## config.mk

```make
export PLATFORM = sky130hd
export DESIGN_NAME = hsf_rx_status
export DESIGN_NICKNAME = d
export VERILOG_FILES = /design/src/pkg/hsf_pkg.sv /design/src/hdl/hsf_rx_status.sv
export SDC_FILE = /design/constraint.sdc
export NUM_CORES = 1
export LEC_CHECK = 0
export BUFFER_PORTS_ARGS = -buffer_cell sky130_fd_sc_hd__buf_2
export CORE_MARGIN = 2
export CORE_UTILIZATION = 52
export CTS_CLUSTER_SIZE = 25
export DETAILED_ROUTE_END_ITERATION = 16
export PLACE_DENSITY = 0.82
export SETUP_SLACK_MARGIN = 0.15
export SLEW_MARGIN = 20
export SYNTH_ARGS = -nofsm -noshare
export SYNTH_HDL_FRONTEND = slang
export SYNTH_SLANG_ARGS = --single-unit
```

## constraint.sdc

```tcl
create_clock -name clk_i -period 2.3 [get_ports clk_i]
set_input_delay 0.115 -clock clk_i [delete_from_list [all_inputs] [get_ports clk_i]]
set_output_delay 0.115 -clock clk_i [all_outputs]
set_load 0.05 [all_outputs]
```

## src/pkg/hsf_pkg.sv

```systemverilog
// hsf_pkg: register map, field positions, codes and timing for the rx status block
// assumes a 100 MHz system clock and a classic wishbone register bus
package hsf_pkg;
  // register byte offsets
  localparam logic [7:0] ADDR_FLAGS_0 = 8'h68;
  localparam logic [7:0] ADDR_FLAGS_1 = 8'h69;
  localparam logic [7:0] ADDR_COUNT_LOW = 8'h6a;
  localparam logic [7:0] ADDR_COUNT_HIGH = 8'h6b;
  localparam logic [7:0] ADDR_ADDR_RESULT = 8'h6c;
  localparam logic [7:0] ADDR_HIGH_MATCH_A = 8'h70;
  localparam logic [7:0] ADDR_HIGH_MATCH_B = 8'h71;
  localparam logic [7:0] ADDR_LOW_MATCH_A = 8'h72;
  localparam logic [7:0] ADDR_LOW_MATCH_B = 8'h73;
  localparam logic [7:0] ADDR_MASK_0 = 8'h74;
  localparam logic [7:0] ADDR_MASK_1 = 8'h75;
  localparam logic [7:0] ADDR_CONFIG = 8'h76;
  localparam logic [7:0] ADDR_SUMMARY = 8'h77;
  // flags 0 bit positions
  localparam int BIT_MSG_END = 7;
  localparam int BIT_FRAME_START = 6;
  localparam int BIT_MF_TIMEOUT = 5;
  localparam int BIT_MF_BEGIN = 4;
  localparam int BIT_CAS_CHG = 3;
  localparam int BIT_CRC4 = 2;
  localparam int BIT_SA6_CHG = 1;
  localparam int BIT_POOL_FULL = 0;
  // flags 1 bit position
  localparam int BIT_LOOPBACK_CHG = 0;
  // config bit positions
  localparam int CFG_SHOW_MASKED = 0;
  localparam int CFG_SS7 = 1;
  localparam int CFG_TWO_BYTE = 2;
  localparam int CFG_TRANSPARENT = 3;
  localparam int CFG_PRBS_MON = 4;
  localparam int CFG_MF_EN = 5;
  localparam int CFG_FMT_LO = 6;
  // reset values
  localparam logic [7:0] RST_FLAGS = 8'h00;
  localparam logic [7:0] RST_MASK = 8'hff;
  localparam logic [7:0] RST_CONFIG = 8'h00;
  localparam logic [7:0] RST_ADDR = 8'h00;
  // fixed broadcast high bytes
  localparam logic [7:0] BCAST_A = 8'hfe;
  localparam logic [7:0] BCAST_B = 8'hfc;
  // high byte result codes, ss7 unit types and doubleframe format code
  localparam logic [1:0] HA_MATCH_B = 2'h0;
  localparam logic [1:0] HA_BCAST = 2'h1;
  localparam logic [1:0] HA_MATCH_A_C0 = 2'h2;
  localparam logic [1:0] HA_MATCH_A_C1 = 2'h3;
  localparam logic [1:0] SU_INVALID = 2'h0;
  localparam logic [1:0] SU_FILL_IN = 2'h1;
  localparam logic [1:0] SU_LINK_STAT = 2'h2;
  localparam logic [1:0] SU_MESSAGE = 2'h3;
  localparam logic [1:0] FMT_DOUBLE_512 = 2'h0;
  // sizes
  localparam int POOL_BYTES = 32;
  localparam int MAX_FRAME = 4095;
  localparam int FRAME_START_DELAY = 2;
  // timing
  localparam int CLK_MHZ = 100;
  localparam int MF_TIMEOUT_MS = 8;
  localparam int MF_TIMEOUT_CYC = MF_TIMEOUT_MS * 1000 * CLK_MHZ;
  localparam int LOOP_DETECT_MS = 25;
  localparam int LOOP_DETECT_CYC = LOOP_DETECT_MS * 1000 * CLK_MHZ;
endpackage

```

## src/hdl/hsf_rx_status.sv

```systemverilog
// hsf_rx_status: receive status, byte counts and clear-on-read event flags
// assumes rx events arrive as one-cycle pulses from logic on clk_i
//
// Operation
// compare received high address byte with two registers and broadcast fe, fc
// high byte result only meaningful in two-byte address or ss7 mode
// high result codes: 00 match b, 01 broadcast, 10/11 match a with c/r
// equal high registers report match a codes, never match b
// in ss7 mode field gives signal unit type 00/01/10/11
// low byte compared with two registers: 0 match b, 1 match a
// twelve-bit frame length split over low and high count registers
// lowest five count bits give valid bytes held in receive fifo
// host reads count registers after each message end event
// reading flags 0 clears all its bits
// reading flags 1 clears all its bits
// masked events still flagged but hidden from irq and summary when shown
// message end set when short message or last part plus status stored
// pool full set when 32 bytes of an incomplete frame stored
// frame start raised two bytes after valid start; address and status valid
// 8 ms multiframe search timeout, never in multiframe sync state
// multiframe begin every 2 ms, or every 512-bit doubleframe if format 00
// cas changed after sixteen registers update with different content, sync only
// host reads signaling registers within 2 ms of cas changed
// crc4 flag reads 1 when last submultiframe check failed
// sa6 change flag set on every change of sa6 combination state; code flags it only while basic frame alignment is held
// loopback change after 25 ms pattern detect, and when error rate exceeded
// status byte describes last frame and is appended as last fifo byte
// irq asserted while any unmasked flag set, drops once flags read
`timescale 1ns/1ps
`default_nettype none
module hsf_rx_status
  import hsf_pkg::*;
#(
  parameter int MF_TIMEOUT_CYCLES = hsf_pkg::MF_TIMEOUT_CYC,
  parameter int LOOP_DETECT_CYCLES = hsf_pkg::LOOP_DETECT_CYC,
  parameter int FIFO_BITS = 5
) (
  input wire logic clk_i, // system clock
  input wire logic rst_i, // sync reset, high
  input wire logic cyc_i, // wishbone cycle
  input wire logic stb_i, // wishbone strobe
  input wire logic we_i, // wishbone write
  input wire logic [7:0] adr_i, // byte address
  input wire logic [3:0] sel_i, // byte lanes
  input wire logic [31:0] dat_i, // write data
  output logic [31:0] dat_o, // read data
  output logic ack_o, // wishbone ack
  output logic irq_o, // interrupt, high
  input wire logic rx_byte_i, // byte entered fifo
  input wire logic [7:0] rx_data_i, // that byte
  input wire logic rx_frame_open_i, // opening flag seen
  input wire logic rx_frame_end_i, // closing flag seen
  input wire logic [7:0] rx_status_i, // status of ending frame
  input wire logic [1:0] rx_su_type_i, // ss7 unit type at end
  input wire logic host_pop_i, // host took a fifo byte
  input wire logic fifo_to_fifo_o_unused_i, // reserved, ignored
  output logic [7:0] fifo_data_o, // byte to fifo
  output logic fifo_push_o, // fifo write strobe
  input wire logic basic_align_lost_i, // basic frame alignment lost
  input wire logic mf_sync_i, // multiframe synchronous
  input wire logic mf_start_i, // multiframe/doubleframe boundary
  input wire logic cas_update_done_i, // sixteen sig regs updated
  input wire logic cas_differs_i, // new cas differs from old
  input wire logic ts16_sync_i, // ts0 and ts16 synchronous
  input wire logic crc4_done_i, // submultiframe checked
  input wire logic crc4_fail_i, // that check failed
  input wire logic [2:0] sa6_state_i, // sa6 combination state
  input wire logic loop_act_pat_i, // activate pattern present
  input wire logic loop_deact_pat_i, // deactivate pattern present
  input wire logic ber_low_i, // error rate below 1e-2
  input wire logic prbs_sync_i // prbs synchroniser state
);
  import hsf_pkg::*;

  typedef enum logic [1:0] {HSF_IDLE, HSF_ADDR_HI, HSF_ADDR_LO, HSF_BODY} hsf_rx_t;

  // elaboration check: count field and timers need these ranges
  if (FIFO_BITS != 5 || MF_TIMEOUT_CYCLES < 1 || LOOP_DETECT_CYCLES < 1) begin : g_param_check
    $error("hsf_rx_status: unsupported parameter");
  end

  logic [7:0] flags_0, flags_1, mask_0, mask_1, cfg;
  logic [7:0] high_addr_match_a, high_addr_match_b, low_addr_match_a, low_addr_match_b;
  logic [1:0] addr_result_hi;
  logic low_addr_result;
  logic [11:0] rx_byte_count;
  logic [FIFO_BITS:0] fifo_level; // one spare bit so the pop guard does not take a full pool as empty
  logic [11:0] frame_len;
  logic [5:0] pool_cnt;
  logic [1:0] fs_delay;
  logic fs_armed;
  hsf_rx_t rx_state;
  logic [7:0] hi_byte;
  logic [31:0] mf_timer, loop_timer;
  logic [2:0] sa6_prev;
  logic loop_detected, prbs_prev;
  logic [7:0] ev_0, ev_1;
  logic rd_flags_0, rd_flags_1, bus_req, wr_en;
  logic [7:0] next_dat;
  logic [7:0] global_event_summary;

  assign bus_req = cyc_i && stb_i && !ack_o;
  assign wr_en = bus_req && we_i && sel_i[0];
  assign rd_flags_0 = bus_req && !we_i && adr_i == ADDR_FLAGS_0;
  assign rd_flags_1 = bus_req && !we_i && adr_i == ADDR_FLAGS_1;

  // control registers
  always_ff @(posedge clk_i) begin
    if (rst_i) begin
      mask_0 <= RST_MASK;
      mask_1 <= RST_MASK;
      cfg <= RST_CONFIG;
      high_addr_match_a <= RST_ADDR;
      high_addr_match_b <= RST_ADDR;
      low_addr_match_a <= RST_ADDR;
      low_addr_match_b <= RST_ADDR;
    end else if (wr_en) begin
      case (adr_i)
        ADDR_MASK_0: mask_0 <= dat_i[7:0];
        ADDR_MASK_1: mask_1 <= dat_i[7:0];
        ADDR_CONFIG: cfg <= dat_i[7:0];
        ADDR_HIGH_MATCH_A: high_addr_match_a <= dat_i[7:0];
        ADDR_HIGH_MATCH_B: high_addr_match_b <= dat_i[7:0];
        ADDR_LOW_MATCH_A: low_addr_match_a <= dat_i[7:0];
        ADDR_LOW_MATCH_B: low_addr_match_b <= dat_i[7:0];
        default: ;
      endcase
    end
  end

  // frame receive sequencer and address compare
  always_ff @(posedge clk_i) begin
    if (rst_i) begin
      rx_state <= HSF_IDLE;
      hi_byte <= 8'h00;
      addr_result_hi <= 2'h0;
      low_addr_result <= 1'b0;
      frame_len <= 12'h000;
      rx_byte_count <= 12'h000;
      fs_armed <= 1'b0;
    end else begin
      fs_armed <= 1'b0;
      if (rx_frame_open_i) begin
        frame_len <= 12'h000;
        rx_state <= cfg[CFG_TRANSPARENT] ? HSF_BODY : (cfg[CFG_TWO_BYTE] ? HSF_ADDR_HI : HSF_ADDR_LO);
        fs_armed <= cfg[CFG_TRANSPARENT];
      end else if (rx_byte_i && rx_state != HSF_IDLE) begin
        if (frame_len != MAX_FRAME[11:0]) begin
          frame_len <= frame_len + 12'h001;
        end
        case (rx_state)
          HSF_ADDR_HI: begin
            hi_byte <= rx_data_i;
            rx_state <= HSF_ADDR_LO;
          end
          HSF_ADDR_LO: begin
            rx_state <= HSF_BODY;
            if (cfg[CFG_TWO_BYTE] && !cfg[CFG_SS7]) begin
              // match a has priority over match b
              if (hi_byte[7:2] == high_addr_match_a[7:2]) begin
                addr_result_hi <= hi_byte[1] ? HA_MATCH_A_C1 : HA_MATCH_A_C0;
                fs_armed <= 1'b1;
              end else if (hi_byte == high_addr_match_b) begin
                addr_result_hi <= HA_MATCH_B;
                fs_armed <= 1'b1;
              end else if (hi_byte == BCAST_A || hi_byte == BCAST_B) begin
                addr_result_hi <= HA_BCAST;
                fs_armed <= 1'b1;
              end
            end else begin
              fs_armed <= 1'b1;
            end
            if (rx_data_i == low_addr_match_a) begin
              low_addr_result <= 1'b1;
            end else if (rx_data_i == low_addr_match_b) begin
              low_addr_result <= 1'b0;
            end
          end
          default: ;
        endcase
      end
      if (rx_frame_end_i && rx_state != HSF_IDLE) begin
        rx_state <= HSF_IDLE;
        rx_byte_count <= frame_len;
        if (cfg[CFG_SS7]) begin
          addr_result_hi <= rx_su_type_i;
        end
      end
    end
  end

  // fifo level, pool count, status byte append
  always_ff @(posedge clk_i) begin
    if (rst_i) begin
      fifo_level <= '0;
      pool_cnt <= 6'h00;
      fifo_push_o <= 1'b0;
      fifo_data_o <= 8'h00;
    end else begin
      fifo_push_o <= 1'b0;
      if (rx_frame_end_i && rx_state != HSF_IDLE) begin
        fifo_push_o <= 1'b1;
        fifo_data_o <= rx_status_i;
        pool_cnt <= 6'h00;
      end else if (rx_byte_i && rx_state != HSF_IDLE) begin
        fifo_push_o <= 1'b1;
        fifo_data_o <= rx_data_i;
        pool_cnt <= (pool_cnt == 6'(POOL_BYTES)) ? 6'h01 : pool_cnt + 6'h01;
      end
      fifo_level <= fifo_level + (FIFO_BITS + 1)'(fifo_push_o)
                    - (FIFO_BITS + 1)'(host_pop_i && fifo_level != '0);
    end
  end

  // frame start two bytes after valid start
  always_ff @(posedge clk_i) begin
    if (rst_i) begin
      fs_delay <= 2'h0;
    end else if (fs_armed) begin
      fs_delay <= 2'(FRAME_START_DELAY);
    end else if (rx_byte_i && fs_delay != 2'h0) begin
      fs_delay <= fs_delay - 2'h1;
    end
  end

  // multiframe search timer and loopback detect timer
  always_ff @(posedge clk_i) begin
    if (rst_i) begin
      mf_timer <= 32'h0000_0000;
      loop_timer <= 32'h0000_0000;
      loop_detected <= 1'b0;
      sa6_prev <= 3'h0;
      prbs_prev <= 1'b0;
    end else begin
      sa6_prev <= sa6_state_i;
      prbs_prev <= prbs_sync_i;
      if (!cfg[CFG_MF_EN] || basic_align_lost_i || mf_sync_i || mf_timer == 32'(MF_TIMEOUT_CYCLES)) begin
        mf_timer <= 32'h0000_0000;
      end else begin
        mf_timer <= mf_timer + 32'h0000_0001;
      end
      if (loop_detected) begin
        loop_timer <= 32'h0000_0000;
        if (!ber_low_i) begin
          loop_detected <= 1'b0;
        end
      end else if ((loop_act_pat_i || loop_deact_pat_i) && ber_low_i) begin
        if (loop_timer == 32'(LOOP_DETECT_CYCLES - 1)) begin
          loop_detected <= 1'b1;
        end else begin
          loop_timer <= loop_timer + 32'h0000_0001;
        end
      end else begin
        loop_timer <= 32'h0000_0000;
      end
    end
  end

  always_comb begin
    ev_0 = 8'h00;
    ev_1 = 8'h00;
    ev_0[BIT_MSG_END] = rx_frame_end_i && rx_state != HSF_IDLE;
    ev_0[BIT_FRAME_START] = rx_byte_i && fs_delay == 2'h1;
    ev_0[BIT_MF_TIMEOUT] = cfg[CFG_MF_EN] && !mf_sync_i && mf_timer == 32'(MF_TIMEOUT_CYCLES);
    ev_0[BIT_MF_BEGIN] = mf_start_i;
    ev_0[BIT_CAS_CHG] = cas_update_done_i && cas_differs_i && ts16_sync_i;
    ev_0[BIT_CRC4] = crc4_done_i && crc4_fail_i;
    ev_0[BIT_SA6_CHG] = !basic_align_lost_i && sa6_state_i != sa6_prev;
    ev_0[BIT_POOL_FULL] = rx_byte_i && rx_state != HSF_IDLE && !rx_frame_end_i
                          && pool_cnt == 6'(POOL_BYTES - 1);
    ev_1[BIT_LOOPBACK_CHG] = cfg[CFG_PRBS_MON] ? (prbs_sync_i != prbs_prev)
                             : (loop_detected != (loop_timer == 32'(LOOP_DETECT_CYCLES - 1)
                             && (loop_act_pat_i || loop_deact_pat_i) && ber_low_i
                             ? 1'b1 : loop_detected) || (loop_detected && !ber_low_i));
  end

  // sticky flags: set wins over read clear
  always_ff @(posedge clk_i) begin
    if (rst_i) begin
      flags_0 <= RST_FLAGS;
      flags_1 <= RST_FLAGS;
    end else begin
      flags_0 <= (rd_flags_0 ? 8'h00 : flags_0) | (ev_0 & (cfg[CFG_SHOW_MASKED] ? 8'hff : ~mask_0));
      flags_1 <= (rd_flags_1 ? 8'h00 : flags_1) | (ev_1 & (cfg[CFG_SHOW_MASKED] ? 8'hff : ~mask_1));
    end
  end

  assign global_event_summary = {6'h00, |(flags_1 & ~mask_1), |(flags_0 & ~mask_0)};

  always_ff @(posedge clk_i) begin
    if (rst_i) begin
      irq_o <= 1'b0;
    end else begin
      irq_o <= |(flags_0 & ~mask_0) || |(flags_1 & ~mask_1);
    end
  end

  // read mux
  always_comb begin
    case (adr_i)
      ADDR_FLAGS_0: next_dat = flags_0;
      ADDR_FLAGS_1: next_dat = flags_1;
      ADDR_COUNT_LOW: next_dat = {rx_byte_count[7:5], fifo_level[4:0]};
      ADDR_COUNT_HIGH: next_dat = {4'h0, rx_byte_count[11:8]};
      ADDR_ADDR_RESULT: next_dat = {5'h00, addr_result_hi, low_addr_result};
      ADDR_HIGH_MATCH_A: next_dat = high_addr_match_a;
      ADDR_HIGH_MATCH_B: next_dat = high_addr_match_b;
      ADDR_LOW_MATCH_A: next_dat = low_addr_match_a;
      ADDR_LOW_MATCH_B: next_dat = low_addr_match_b;
      ADDR_MASK_0: next_dat = mask_0;
      ADDR_MASK_1: next_dat = mask_1;
      ADDR_CONFIG: next_dat = cfg;
      ADDR_SUMMARY: next_dat = global_event_summary;
      default: next_dat = 8'h00;
    endcase
  end

  always_ff @(posedge clk_i) begin
    if (rst_i) begin
      ack_o <= 1'b0;
      dat_o <= 32'h0000_0000;
    end else begin
      ack_o <= bus_req;
      dat_o <= (bus_req && !we_i) ? {24'h00_0000, next_dat} : 32'h0000_0000;
    end
  end

  property p_read_clears_0;
    @(posedge clk_i) disable iff (rst_i)
      rd_flags_0 && ev_0 == 8'h00 |=> flags_0 == 8'h00;
  endproperty
  a_read_clears_0: assert property (p_read_clears_0) else $error("flags 0 not cleared by read");

  property p_read_clears_1;
    @(posedge clk_i) disable iff (rst_i)
      rd_flags_1 && ev_1 == 8'h00 |=> flags_1 == 8'h00;
  endproperty
  a_read_clears_1: assert property (p_read_clears_1) else $error("flags 1 not cleared by read");

  property p_irq_follows;
    @(posedge clk_i) disable iff (rst_i)
      |(flags_0 & ~mask_0) |=> irq_o;
  endproperty
  a_irq_follows: assert property (p_irq_follows) else $error("irq missing for unmasked flag");

  property p_masked_hidden;
    @(posedge clk_i) disable iff (rst_i)
      (flags_0 & ~mask_0) == 8'h00 && (flags_1 & ~mask_1) == 8'h00 |=> !irq_o;
  endproperty
  a_masked_hidden: assert property (p_masked_hidden) else $error("irq from masked flags");

  property p_no_timeout_in_sync;
    @(posedge clk_i) disable iff (rst_i)
      mf_sync_i |-> !ev_0[BIT_MF_TIMEOUT];
  endproperty
  a_no_timeout_in_sync: assert property (p_no_timeout_in_sync) else $error("timeout in mf sync");

  property p_cas_sync_only;
    @(posedge clk_i) disable iff (rst_i)
      !ts16_sync_i |-> !ev_0[BIT_CAS_CHG];
  endproperty
  a_cas_sync_only: assert property (p_cas_sync_only) else $error("cas change outside sync");

  property p_status_appended;
    @(posedge clk_i) disable iff (rst_i)
      rx_frame_end_i && rx_state != HSF_IDLE |=> fifo_push_o && fifo_data_o == $past(rx_status_i);
  endproperty
  a_status_appended: assert property (p_status_appended) else $error("status byte not appended");

  property p_ack_pulse;
    @(posedge clk_i) disable iff (rst_i)
      ack_o |=> !ack_o;
  endproperty
  a_ack_pulse: assert property (p_ack_pulse) else $error("ack longer than one cycle");
endmodule
`default_nettype wire

```

After elaboration in Yosys (flattened, before gate mapping)

Index checks and enable logic that the tools add are counted.

Logic and storage cells: 188
Bits in registers: 236
Output and inout bits: 43
Input port bits: 87

Multiplexer cells: 42
Eq/ne operators: 30
Reductions and logical operators: 67
Bitwise gates (word level): 11
Add/sub/neg operators: 7

Operators by type and width:

| operator              | number |
|---|---|
| $eq 8x7->1 const B    | 13 |
| $pmux 8 s13           | 1 |
| $add 32x1->32 const B | 2 |
| $mux 8                | 6 |
| $eq 32x20->1 const B  | 1 |
| $eq 32x22->1 const B  | 1 |
| $mux 2                | 15 |
| $logic_and 1x1->1     | 25 |
| $and 8x8->8           | 3 |
| $eq 8x8->1            | 3 |
| $mux 1                | 18 |
| $reduce_and 2->1      | 9 |
| $eq 8x8->1 const B    | 2 |
| $not 8->8             | 2 |
| $or 8x8->8            | 2 |
| $reduce_or 8->1       | 2 |
| $add 12x1->12 const B | 1 |
| $ne 12x12->1 const B  | 1 |
| $reduce_bool 2->1     | 6 |
| $reduce_or 2->1       | 5 |
| $and 1x8->8           | 1 |
| $logic_not 1->1       | 8 |
| $logic_or 1x1->1      | 7 |
| $add 6x1->6           | 1 |
| other kinds (18)      | 22 |

Depth between registers and ports, before layout

Gate-level depths: netlist of the first run.

Word-level depth: 11
Gate-level depth with buffers: 13
Depth with buffers taken out: 13

Worst setup path after synthesis of the first run

No wires, ideal clock.

Path type: register to register
From: register fifo_level[2]
To: register fifo_level[5]
Library setup time: 0.062 ns
Stages on the path, launching flop included: 12
Setup slack: 0.054 ns
Buffers on the path: 0
Period minus slack after synthesis: 2.246 ns
Data arrival time: 2.184 ns
Cell sequence: dfxtp_1 -> inv_1 -> ha_1 -> a41oi_1 -> ha_1 -> inv_1 -> ha_1 -> a21o_1 -> a21oi_1 -> o21bai_1 -> or4_1 -> nand3_1

Cells in the longest elaborated chain, start to end: 3

Ends and longest elaborated chain:

| element                                                             | line                 | text |
|---|---|---|
| from (decl)                                                         | hsf_rx_status.sv:87  | `logic [FIFO_BITS:0] fifo_level;` |
| from (signal assigned)                                              | hsf_rx_status.sv:210 | `fifo_level <= fifo_level + (FIFO_BITS + 1)'(fifo_push_o)` |
| parallel branches: the longest is 2 deep, another holds $add 6x1->6 | -                    |  |
| $sub 6x1->6 (*)                                                     | hsf_rx_status.sv:211 | `- (FIFO_BITS + 1)'(host_pop_i && fifo_level != '0);` |

Every way passes the cells marked *.
A chain may end at the register's enable or synchronous reset.

Worst setup path after layout of the first run

From: register fifo_level[4]
To: register fifo_level[5]

Same word-level chain as after synthesis.

==> results.tsv, run 1 <==
stage	metric	value	unit
outcome	outcome	finished, final reports clean	
setup_path	startpoint_type	register	
min_path	hold_depth	3	
die	die_w	141.8	µm
logic_synthesis	synth-edff-count	0	
setup_path	rr_worst_depth	11	
die	rows	50	
min_path	hold_path_end	hi_byte[2]	
die	core-area	0.01864	mm²
logic_synthesis	yosys-top-cells-count	200 x dfxtp_1, 161 x nand2_1, 131 x nor2_1	
clock_tree	clock_latency	0.44	ns
drt	routed-via-count	8803	
drt	drt_iter0_markers	1032	
die	fp.dieArea	0.02009	mm²
place	gp_congestion	0.9476	
drt	drt_wl_total	25570	µm
clock_tree	clk_pin_slew_worst_paths	0.07	ns
drt	dr.pass1.iters	7	
timing	clock_skew	0.01811	ns
logic_synthesis	synth_seq_area_share	0.4058	
drt	ant_nets	0	
timing	holdWs	0.009293	ns
logic_synthesis	synthFlopType	dfxtp_1	
grt	grt_usage	0.2538	
setup_path	r2r_setup_slack	0.09	ns
logic_synthesis	synthSimpleGateAreaFrac	0.2554	
logic_synthesis	yosysUniqueCellTypes	69	
drt	viasPerCell	5.807	
logic_synthesis	synth_xor_area_frac	0.08965	
pwr	p_leak	4.354	nW
die	start_util	0.5293	
flow_run	maxCapViolCount	0	
logic_synthesis	async_flop_share	0	
grt	grt_max_degree	45	
grt	antenna_found_initial	0	
logic_synthesis	ys_warn_count	0	
grt	grt_pass1_vias	8089	
layout	drive_gt1_frac	0.1466	
clock_tree	cts_buffers	17	
logic_synthesis	synth_top_area_cell	dfxtp_1	
die	fp.dieH	141.8	µm
layout	syn_to_final_growth	16.16	%
timing	post-route-min-period	2.212	ns
pwr	irDropWorstVdd	0.0004321	V
logic_synthesis	yosys-mux-area-fraction	0.05529	
layout	fin_util	0.6148	
logic_synthesis	yosysTopAreaCellShare	0.4058	
logic_synthesis	synth_top_family_by_area	simple AND/OR/NAND/NOR gates	
timing	tightest_slew	0.7294	ns
min_path	min-delay-start	rx_data_i[2]	
setup_path	cp_max_fo	2	
clock_tree	htree_levels	4	
grt	grt_overflow	0	
die	io_pins	130	
setup_path	cp_data_arrival_time	2.59	ns
pwr	fin_total_pwr	8.192	mW
grt	grt_pass1_wl	40650	µm
logic_synthesis	synth_area	0.009867	mm²
logic_synthesis	synth-compound-area-share	0.1178	
setup_path	rr_endpoint	fifo_level[5]	
setup_path	crit_required	2.68	ns
logic_synthesis	synthTopCellsByArea	dfxtp_1 41%, nand2_1 6.1%, xor2_1 5.3%, nor2_1 5.0%, mux2i_1 4.2%	
timing	timing.final.hold_violations	0	
timing	timing.fmax	0.4521	GHz
timing	slew_headroom	0.5105	
logic_synthesis	syn_inst	1168	
place	placed_area	0.01047	mm²
clock_tree	clockBufferDepth	2	
place	hpwl	17850	µm
place	dp_slack	-0.006918	ns
pwr	power_density	714.8	mW/mm²
setup_path	criticalPathCategory	register to register	
timing	rsz0062_at_grt	yes	
min_path	hp-class	input pin to register	
layout	design_area	0.01146	mm²
timing	report.final.slew_viol_count	0	
clock_tree	clock-sinks	200	
clock_tree	cts_tree	yes	
drt	drc	0	
layout	largestRegisters	loop_timer x32, mf_timer x32, frame_len x12	
place	port_buffers	77	
drt	drt-wirelength-per-cell	16.87	µm
logic_synthesis	syn_area_per_cell	8.448	µm²
setup_path	rr_startpoint	fifo_level[4]	
logic_synthesis	ys_ff_latch	200	
clock_tree	clock-root-buffer	clkbuf_16	
timing	fin_ws	0.08826	ns
timing	period_share	0.9616	
setup_path	end_kind	register	
layout	diodes	0	
timing	setup_viol	0	
layout	nets	1373	
logic_synthesis	synth_most_common_cell	dfxtp_1	
logic_synthesis	yosys.area_share.adder	0.02232	
-- critical path, stage by stage, from the launching register on --
cell	delay, ns
dfxtp_2	0.33
inv_2	0.05
ha_4	0.16
a41oi_4	0.23
ha_4	0.17
inv_2	0.03
ha_1	0.26
a21o_1	0.16
a21oi_2	0.17
o21bai_1	0.10
or4_1	0.41
nand3_1	0.08
-- area by class of cell --
class / instances / area (µm²)
fillers: 1500 / 7182
clock buffers: 24 / 491.7
multi-input cells: 879 / 5512
repair buffers: 133 / 880.8
flip-flops and latches: 200 / 4008
clock inverters: 8 / 133.9
inverters: 38 / 142.6
well taps: 234 / 292.8
-- per-stage QoR --
step	cells	setup TNS, ns
after floorplan	1191	0
after global placement	1452	0
after detailed placement	1452	-0.006918
after CTS	1514	0
after global routing	1516	-0.005216
final	1516	0
-- metal layers --
layer	GRT usage	vias up	routed length (µm)
met5	0	-	0
met4	0.1063	0	807
met3	0.04927	61	2135
met2	0.3904	408	11410
met1	0.3499	4084	11220
li1	-	4250	-
-- cells by family (layout without fill, tap and decap cells) --
group	count (synthesis)	count (layout)
simple gates	502	502
mux	49	49
fa+ha+maj	17	17
flops	200	200
buf+inv	112	203
compound gates	186	186
xor+xnor	101	101
other cells	1	24
-- how the worst max path moves through the flow --
stage | from | endpoint | slack [ns] | depth (start not counted)
6_report | fifo_level[4] | fifo_level[5] | 0.09 | 11
5_1_grt | fifo_level[4] | fifo_level[5] | -0.005 | 11
4_1_cts | fifo_level[3] | fifo_level[5] | 0.13 | 11
3_5_place_dp | fifo_level[4] | fifo_level[5] | -0.007 | 11
3_3_place_gp | fifo_level[4] | fifo_level[4] | 0.09 | 13
2_1_floorplan | fifo_level[4] | fifo_level[5] | 0.16 | 11
-- placed cells by master, fill, tap and decap left out, drive strengths merged, types with 7 or more instances in the layout --
master,instances
dlygate4sd3,24
conb,24
nor2,133
mux2i,41
and3,14
o211ai,17
nor3,23
a31oi,7
a22oi,17
xor2,60
nand3,35
nor4,28
nand4,39
xnor2,41
nor2b,18
and4,11
a21oi,75
clkbuf,24
ha,16
inv,39
nand2,161
buf,109
o21ai,25
dfxtp,200
-- where the power goes --
group	total [mW]	internal, mW	switching, mW
Sequential	3.60	3.55	0.0551
Clock	3.15	1.84	1.31
Combinational	1.44	0.620	0.816
Total	8.19	6.01	2.18
-- what timing repair did --
item / CTS / global route
setup endpoints to repair: 2 / 2
pin swaps: 10 / 7
hold endpoints to repair: 22 / 0
gates cloned: 0 / 0
resized for setup: 12 / 6
hold buffers: 24 / 0
setup buffers: 6 / 2
No activity file was read; power rests on OpenSTA's default activity.
==> inputs of run 2 (changes only) <==
CTS_BUF_LIST = sky130_fd_sc_hd__clkbuf_4   (was unset)
==> results.tsv, run 2 (synthesized netlist as in run 1, its figures left out) <==
stage	metric	value	unit	change
min_path	hold_depth	5		+2
setup_path	crit_family	adder cells		
layout	design_area	0.01140	mm²	-0.51%
grt	grt_pass1_vias	8182		+1.1%
pwr	irDropWorstVdd	0.0003663	V	-15%
setup_path	crit_required	2.83	ns	+0.15 ns
clock_tree	cts_tree	yes		
setup_path	startpoint_type	register		
pwr	p_int	4.974	mW	-17%
die	start_util	0.5293		unchanged
die	fp.dieArea	0.02009	mm²	unchanged
setup_path	crit_chain	inv_1 > ha_2 > a41oi_4 > ha_4 > inv_2 > ha_4 > a21o_1 > a21oi_2 > o21bai_1 > or4_1 > nand3_1		
clock_tree	clock-root-buffer	clkbuf_4		
timing	rsz0062_at_grt	yes		
place	port_buffers	77		unchanged
layout	largestRegisters	loop_timer x32, mf_timer x32, frame_len x12		
timing	period_share	0.9501		-0.01148
pwr	p_leak	4.318	nW	-0.84%
setup_path	worst_path_largest_cell_delay	0.41	ns	about the same
layout	syn_to_final_growth	15.56	%	
min_path	hp-class	input pin to register		
drt	dr.pass1.iters	6		-1
timing	timing.fmax	0.4576	GHz	+1.2%
setup_path	rr_startpoint	fifo_level[4]		
layout	final_cells	1543		+1.8%
clock_tree	htree_levels	4		unchanged
place	dp_cells	1452		unchanged
layout	drive_gt1_frac	0.1414		-0.005209
grt	grt_max_degree	45		unchanged
timing	timing.final.hold_violations	0		unchanged
timing	clock_skew	0.01968	ns	+0.001569 ns
pwr	power_density	614.2	mW/mm²	-14%
timing	post-route-min-period	2.185	ns	-0.02641 ns
drt	drc	0		unchanged
place	gp_congestion	0.9476		unchanged
pwr	switching_power	2.030	mW	-6.9%
grt	grt_pass1_wl	40900	µm	+0.61%
setup_path	cp_max_fo	2		unchanged
drt	drt_iter0_markers	880		-15%
grt	antenna_found_initial	1		+1
clock_tree	clock_latency	0.59	ns	+0.15 ns
grt	grt_overflow	0		unchanged
layout	nets	1399		+1.9%
place	hpwl	17850	µm	unchanged
layout	fin_util	0.6116		-0.003154
layout	final_cell_mix	197 x dfxtp_1, 161 x nand2_1, 131 x nor2_1		
min_path	hold_path_end	dat_o[0]		
outcome	outcome	finished, final reports clean		
drt	drt-wirelength-per-cell	16.47	µm	-2.4%
pwr	pwr-share-clk	0.279		-0.106
drt	routed-via-count	8883		+0.91%
setup_path	r2r_setup_slack	0.11	ns	+0.03 ns
clock_tree	clockBufferDepth	2		unchanged
die	io_pins	130		unchanged
pwr	comb_power_share	0.206		+0.031
setup_path	crit_slowest_cell	or4_1		
timing	report.final.slew_viol_count	0		unchanged
timing	tightest_slew	0.7329	ns	+0.003457 ns
timing	slew_headroom	0.5081		-0.002320
die	rows	50		unchanged
place	placed_area	0.01047	mm²	unchanged
layout	final_common_cell	dfxtp_1		
setup_path	cp_data_arrival_time	2.72	ns	+0.13 ns
drt	viasPerCell	5.757		-0.86%
setup_path	rr_worst_depth	11		unchanged
clock_tree	clk_pin_slew_worst_paths	0.15	ns	+0.08 ns
setup_path	criticalPathCategory	register to register		
setup_path	crit_start	fifo_level[4]		
clock_tree	clock-sinks	200		unchanged
die	die_w	141.8	µm	unchanged
setup_path	rr_endpoint	fifo_level[5]		
drt	ant_nets	0		unchanged
grt	grt_usage	0.2538		about the same
min_path	min-delay-start	adr_i[4]		
setup_path	end_kind	register		
setup_path	cp_num_buf_inv	2		unchanged
die	fp.dieH	141.8	µm	unchanged
drt	drt_wl_total	25410	µm	-0.63%
setup_path	path_common_cell	ha_4		
flow_run	maxCapViolCount	0		unchanged
clock_tree	cts_buffers	17		unchanged
pwr	power.share.switching	0.2898		+0.02364
pwr	pwr-share-seq	0.515		+0.075
timing	setup_viol	0		unchanged
die	core-area	0.01864	mm²	unchanged
## run 2: per-stage QoR
| stage | total power, mW | setup WS (ns) | hold WS, ns | TNS [ns] |
|---|---|---|---|---|
| after floorplan | 4.492 | 0.1627 | 0.2430 | 0 |
| after global placement | 4.718 | 0.08677 | 0.3531 | 0 |
| after detailed placement | 4.762 | -0.006918 | 0.3609 | -0.006918 |
| after CTS | 6.932 | 0.1205 | 0.02320 | 0 |
| after global routing | 7.302 | -0.003825 | 0.05594 | -0.003825 |
| final | 7.003 | 0.1147 | 0.06988 | 0 |
## run 2: final cells by class
class	instances	area, µm²
clock buffer	20	150.1
clock inverter	12	148.9
tap	234	292.8
fill	1526	7241
sequential	200	4008
multi-input combinational	879	5514
timing repair buffer	159	1144
antenna	1	2.502
inverter	38	142.6
## run 2: worst reg2reg max path, cell delays in order, from the launching register on
cell and delay, ns:
dfxtp_2 0.35, inv_1 0.07, ha_2 0.20, a41oi_4 0.11
ha_4 0.29, inv_2 0.04, ha_4 0.15, a21o_1 0.18
a21oi_2 0.17, o21bai_1 0.10, or4_1 0.41, nand3_1 0.08
## run 2: what timing repair did
action,4_1_cts,5_1_grt
gates cloned,0,0
hold buffers,51,0
pin swaps,10,8
setup endpoints to repair,2,3
gates resized for setup,13,3
endpoints found under the hold margin,94,0
buffers inserted,7,0
## run 2: metal layers
| layer | track usage | up-vias | part of all wire |
|---|---|---|---|
| met3 | 0.05940 | 66 | 0.086 |
| met5 | 0 | - | 0 |
| met1 | 0.3451 | 4096 | 0.44 |
| met2 | 0.3947 | 415 | 0.45 |
| li1 | - | 4306 | - |
| met4 | 0.09316 | 0 | 0.029 |
## run 2: how the worst max path moves through the flow
stage / endpoint / slack [ns] / depth (start not counted)
detailed placement: fifo_level[5] / -0.007 / 11
finish: fifo_level[5] / 0.11 / 11
global placement: fifo_level[4] / 0.09 / 13
global route: fifo_level[4] / -0.004 / 13
CTS: fifo_level[5] / 0.12 / 11
floorplan: fifo_level[5] / 0.16 / 11
## run 2: power groups by stage
stage	sequential (mW)	clock, mW	combinational [mW]
final	3.61	1.95	1.45
after global routing	3.62	2.11	1.57
after CTS	3.60	1.98	1.35
after detailed placement	3.68	0	1.09
after global placement	3.67	0	1.05
after floorplan	3.71	0	0.780
==> inputs of run 3 (changes only) <==
PLACE_DENSITY = 0.79   (was 0.82)
clock period = 2.6 ns   (was 2.3 ns; I/O delays follow)
==> results.tsv, run 3 (synthesized netlist as in run 1, its figures left out) <==
stage	metric	value	unit	change
outcome	outcome	finished, final reports clean		
setup_path	crit_slowest_cell	or4_1		
die	start_util	0.5293		unchanged
grt	grt_pass1_wl	40780	µm	-0.30%
timing	timing.final.hold_violations	0		unchanged
timing	slew_headroom	0.4555		-0.05265
grt	grt_pass1_vias	8221		+0.48%
setup_path	crit_chain	inv_1 > ha_1 > a41oi_2 > ha_2 > inv_1 > ha_1 > a21o_1 > a21oi_2 > o21bai_1 > or4_1 > nand3_1		
timing	tightest_slew	0.8123	ns	+0.07947 ns
clock_tree	clock-root-buffer	clkbuf_4		
setup_path	startpoint_type	register		
timing	clock_skew	0.02393	ns	+0.004256 ns
timing	period_share	0.9016		-0.04850
flow_run	maxCapViolCount	0		unchanged
pwr	p_leak	4.296	nW	-0.50%
layout	final_common_cell	dfxtp_1		
setup_path	worst_path_largest_cell_delay	0.40	ns	about the same
layout	final_cell_mix	197 x dfxtp_1, 161 x nand2_1, 129 x nor2_1		
setup_path	cp_num_buf_inv	2		unchanged
place	dp_slack	0.1959	ns	+0.2028 ns
layout	largestRegisters	loop_timer x32, mf_timer x32, frame_len x12		
pwr	power_density	523.8	mW/mm²	-15%
timing	setup_tns	0	ns	unchanged
drt	drt-wirelength-per-cell	16.65	µm	+1.1%
grt	grt_overflow	0		unchanged
die	fp.dieArea	0.02009	mm²	unchanged
timing	timing.fmax	0.4266	GHz	-6.8%
place	placed_area	0.01040	mm²	-0.68%
clock_tree	cts_tree	yes		
layout	drive_gt1_frac	0.1290		-0.01241
setup_path	cp_data_arrival_time	2.88	ns	+0.16 ns
drt	drt_iter0_markers	868		-1.4%
die	core-area	0.01864	mm²	unchanged
drt	routed-via-count	8944		+0.69%
timing	rsz0062_at_grt	no		
drt	drc	0		unchanged
clock_tree	cts_buffers	17		unchanged
drt	dr.pass1.iters	7		+1
grt	antenna_found_initial	2		+1
clock_tree	htree_levels	4		unchanged
setup_path	criticalPathCategory	register to register		
drt	drt_wl_total	25600	µm	+0.73%
place	hpwl	18110	µm	+1.5%
die	fp.dieH	141.8	µm	unchanged
setup_path	r2r_setup_slack	0.26	ns	+0.14 ns
layout	syn_to_final_growth	14.67	%	
clock_tree	clock-sinks	200		unchanged
timing	post-route-min-period	2.344	ns	+0.1589 ns
grt	grt_max_degree	68		+51%
timing	report.final.slew_viol_count	0		unchanged
setup_path	end_kind	register		
place	port_buffers	77		unchanged
setup_path	cp_max_fo	3		+1
layout	nets	1393		-0.43%
die	die_w	141.8	µm	unchanged
setup_path	crit_family	adder cells		
place	gp_congestion	0.9718		+2.6%
die	io_pins	130		unchanged
timing	setup_viol	0		unchanged
drt	ant_nets	0		unchanged
drt	viasPerCell	5.819		+1.1%
grt	grt_usage	0.2533		-0.0005201
clock_tree	clock_latency	0.59	ns	about the same
clock_tree	clk_pin_slew_worst_paths	0.17	ns	+0.02 ns
layout	design_area	0.01131	mm²	-0.77%
pwr	irDropWorstVdd	0.0002883	V	-21%
clock_tree	clockBufferDepth	2		unchanged
timing	fin_ws	0.2557	ns	+0.1411 ns
timing	holdWs	0.03821	ns	-0.03167 ns
min_path	hp-class	input pin to register		
setup_path	crit_required	3.13	ns	+0.30 ns
die	rows	50		unchanged
-- run 3: cell count changes in the layout (fill, tap and decap cells not counted), moves of 3 or more --
| cell | previous run | this run |
|---|---|---|
| dlygate4sd3_1 | 51 | 58 |
| clkinvlp_4 | 0 | 3 |
| clkbuf_4 | 20 | 17 |
| inv_2 | 6 | 0 |
| ha_4 | 4 | 0 |
| clkinv_1 | 5 | 1 |
| buf_4 | 31 | 18 |
| inv_1 | 31 | 37 |
| ha_1 | 11 | 15 |
-- run 3: final cells by class --
class,count,area [µm²]
multi-input combinational,879,5458
tap,234,292.8
timing repair buffer,153,1116
antenna,1,2.502
fill,1621,7328
clock inverter,15,167.7
clock buffer,17,127.6
sequential,200,4008
inverter,38,142.6
-- run 3: worst paths after layout --
path | start | end | cells after the start
worst max-delay path | fifo_level[2] | fifo_level[5] | 11
worst min-delay path | rx_frame_end_i | flags_0[0] | 4
worst max register to register | fifo_level[2] | fifo_level[5] | 11
worst min register to register | fs_armed | fs_delay[0] | 1
-- run 3: what timing repair did --
item,CTS,global route
hold buffers,58,0
gates resized for setup,0,10
endpoints found under the hold margin,100,0
setup endpoints to repair,0,10
setup buffers,0,1
-- run 3: per-stage QoR --
step	power (mW)	instances	utilization
after floorplan	3.943	1191	-
after global placement	4.136	1445	0.5579
after detailed placement	4.169	1445	0.5579
after CTS	5.910	1535	0.6048
after global routing	6.180	1537	0.6069
final	5.926	1537	0.6069
-- run 3: worst register-to-register path, delay by kind of cell (launching register included) --
family                   cells  cell delay [ns]
AO/OA/AOI/OAI                4             0.63
adder cells (fa/ha/maj)      3             0.69
buffers and inverters        2             0.11
flip-flops                   1             0.38
AND/OR/NAND/NOR              2             0.49
-- run 3: per-layer routing --
metal  vias to the layer above  track usage  part of all wire
met5                         -            0           0.00051
met4                         2      0.08789             0.025
met3                        55      0.04995             0.089
met2                       416       0.3950              0.45
met1                      4175       0.3516              0.44
li1                       4296            -                 -
-- run 3: where the power goes --
part	leakage, nW	switching [mW]	internal, mW	total, mW
clock	0.152	1.11	0.591	1.70
combinational	2.53	0.608	0.419	1.03
sequential	1.62	0.0560	3.14	3.20
total	4.30	1.77	4.15	5.93
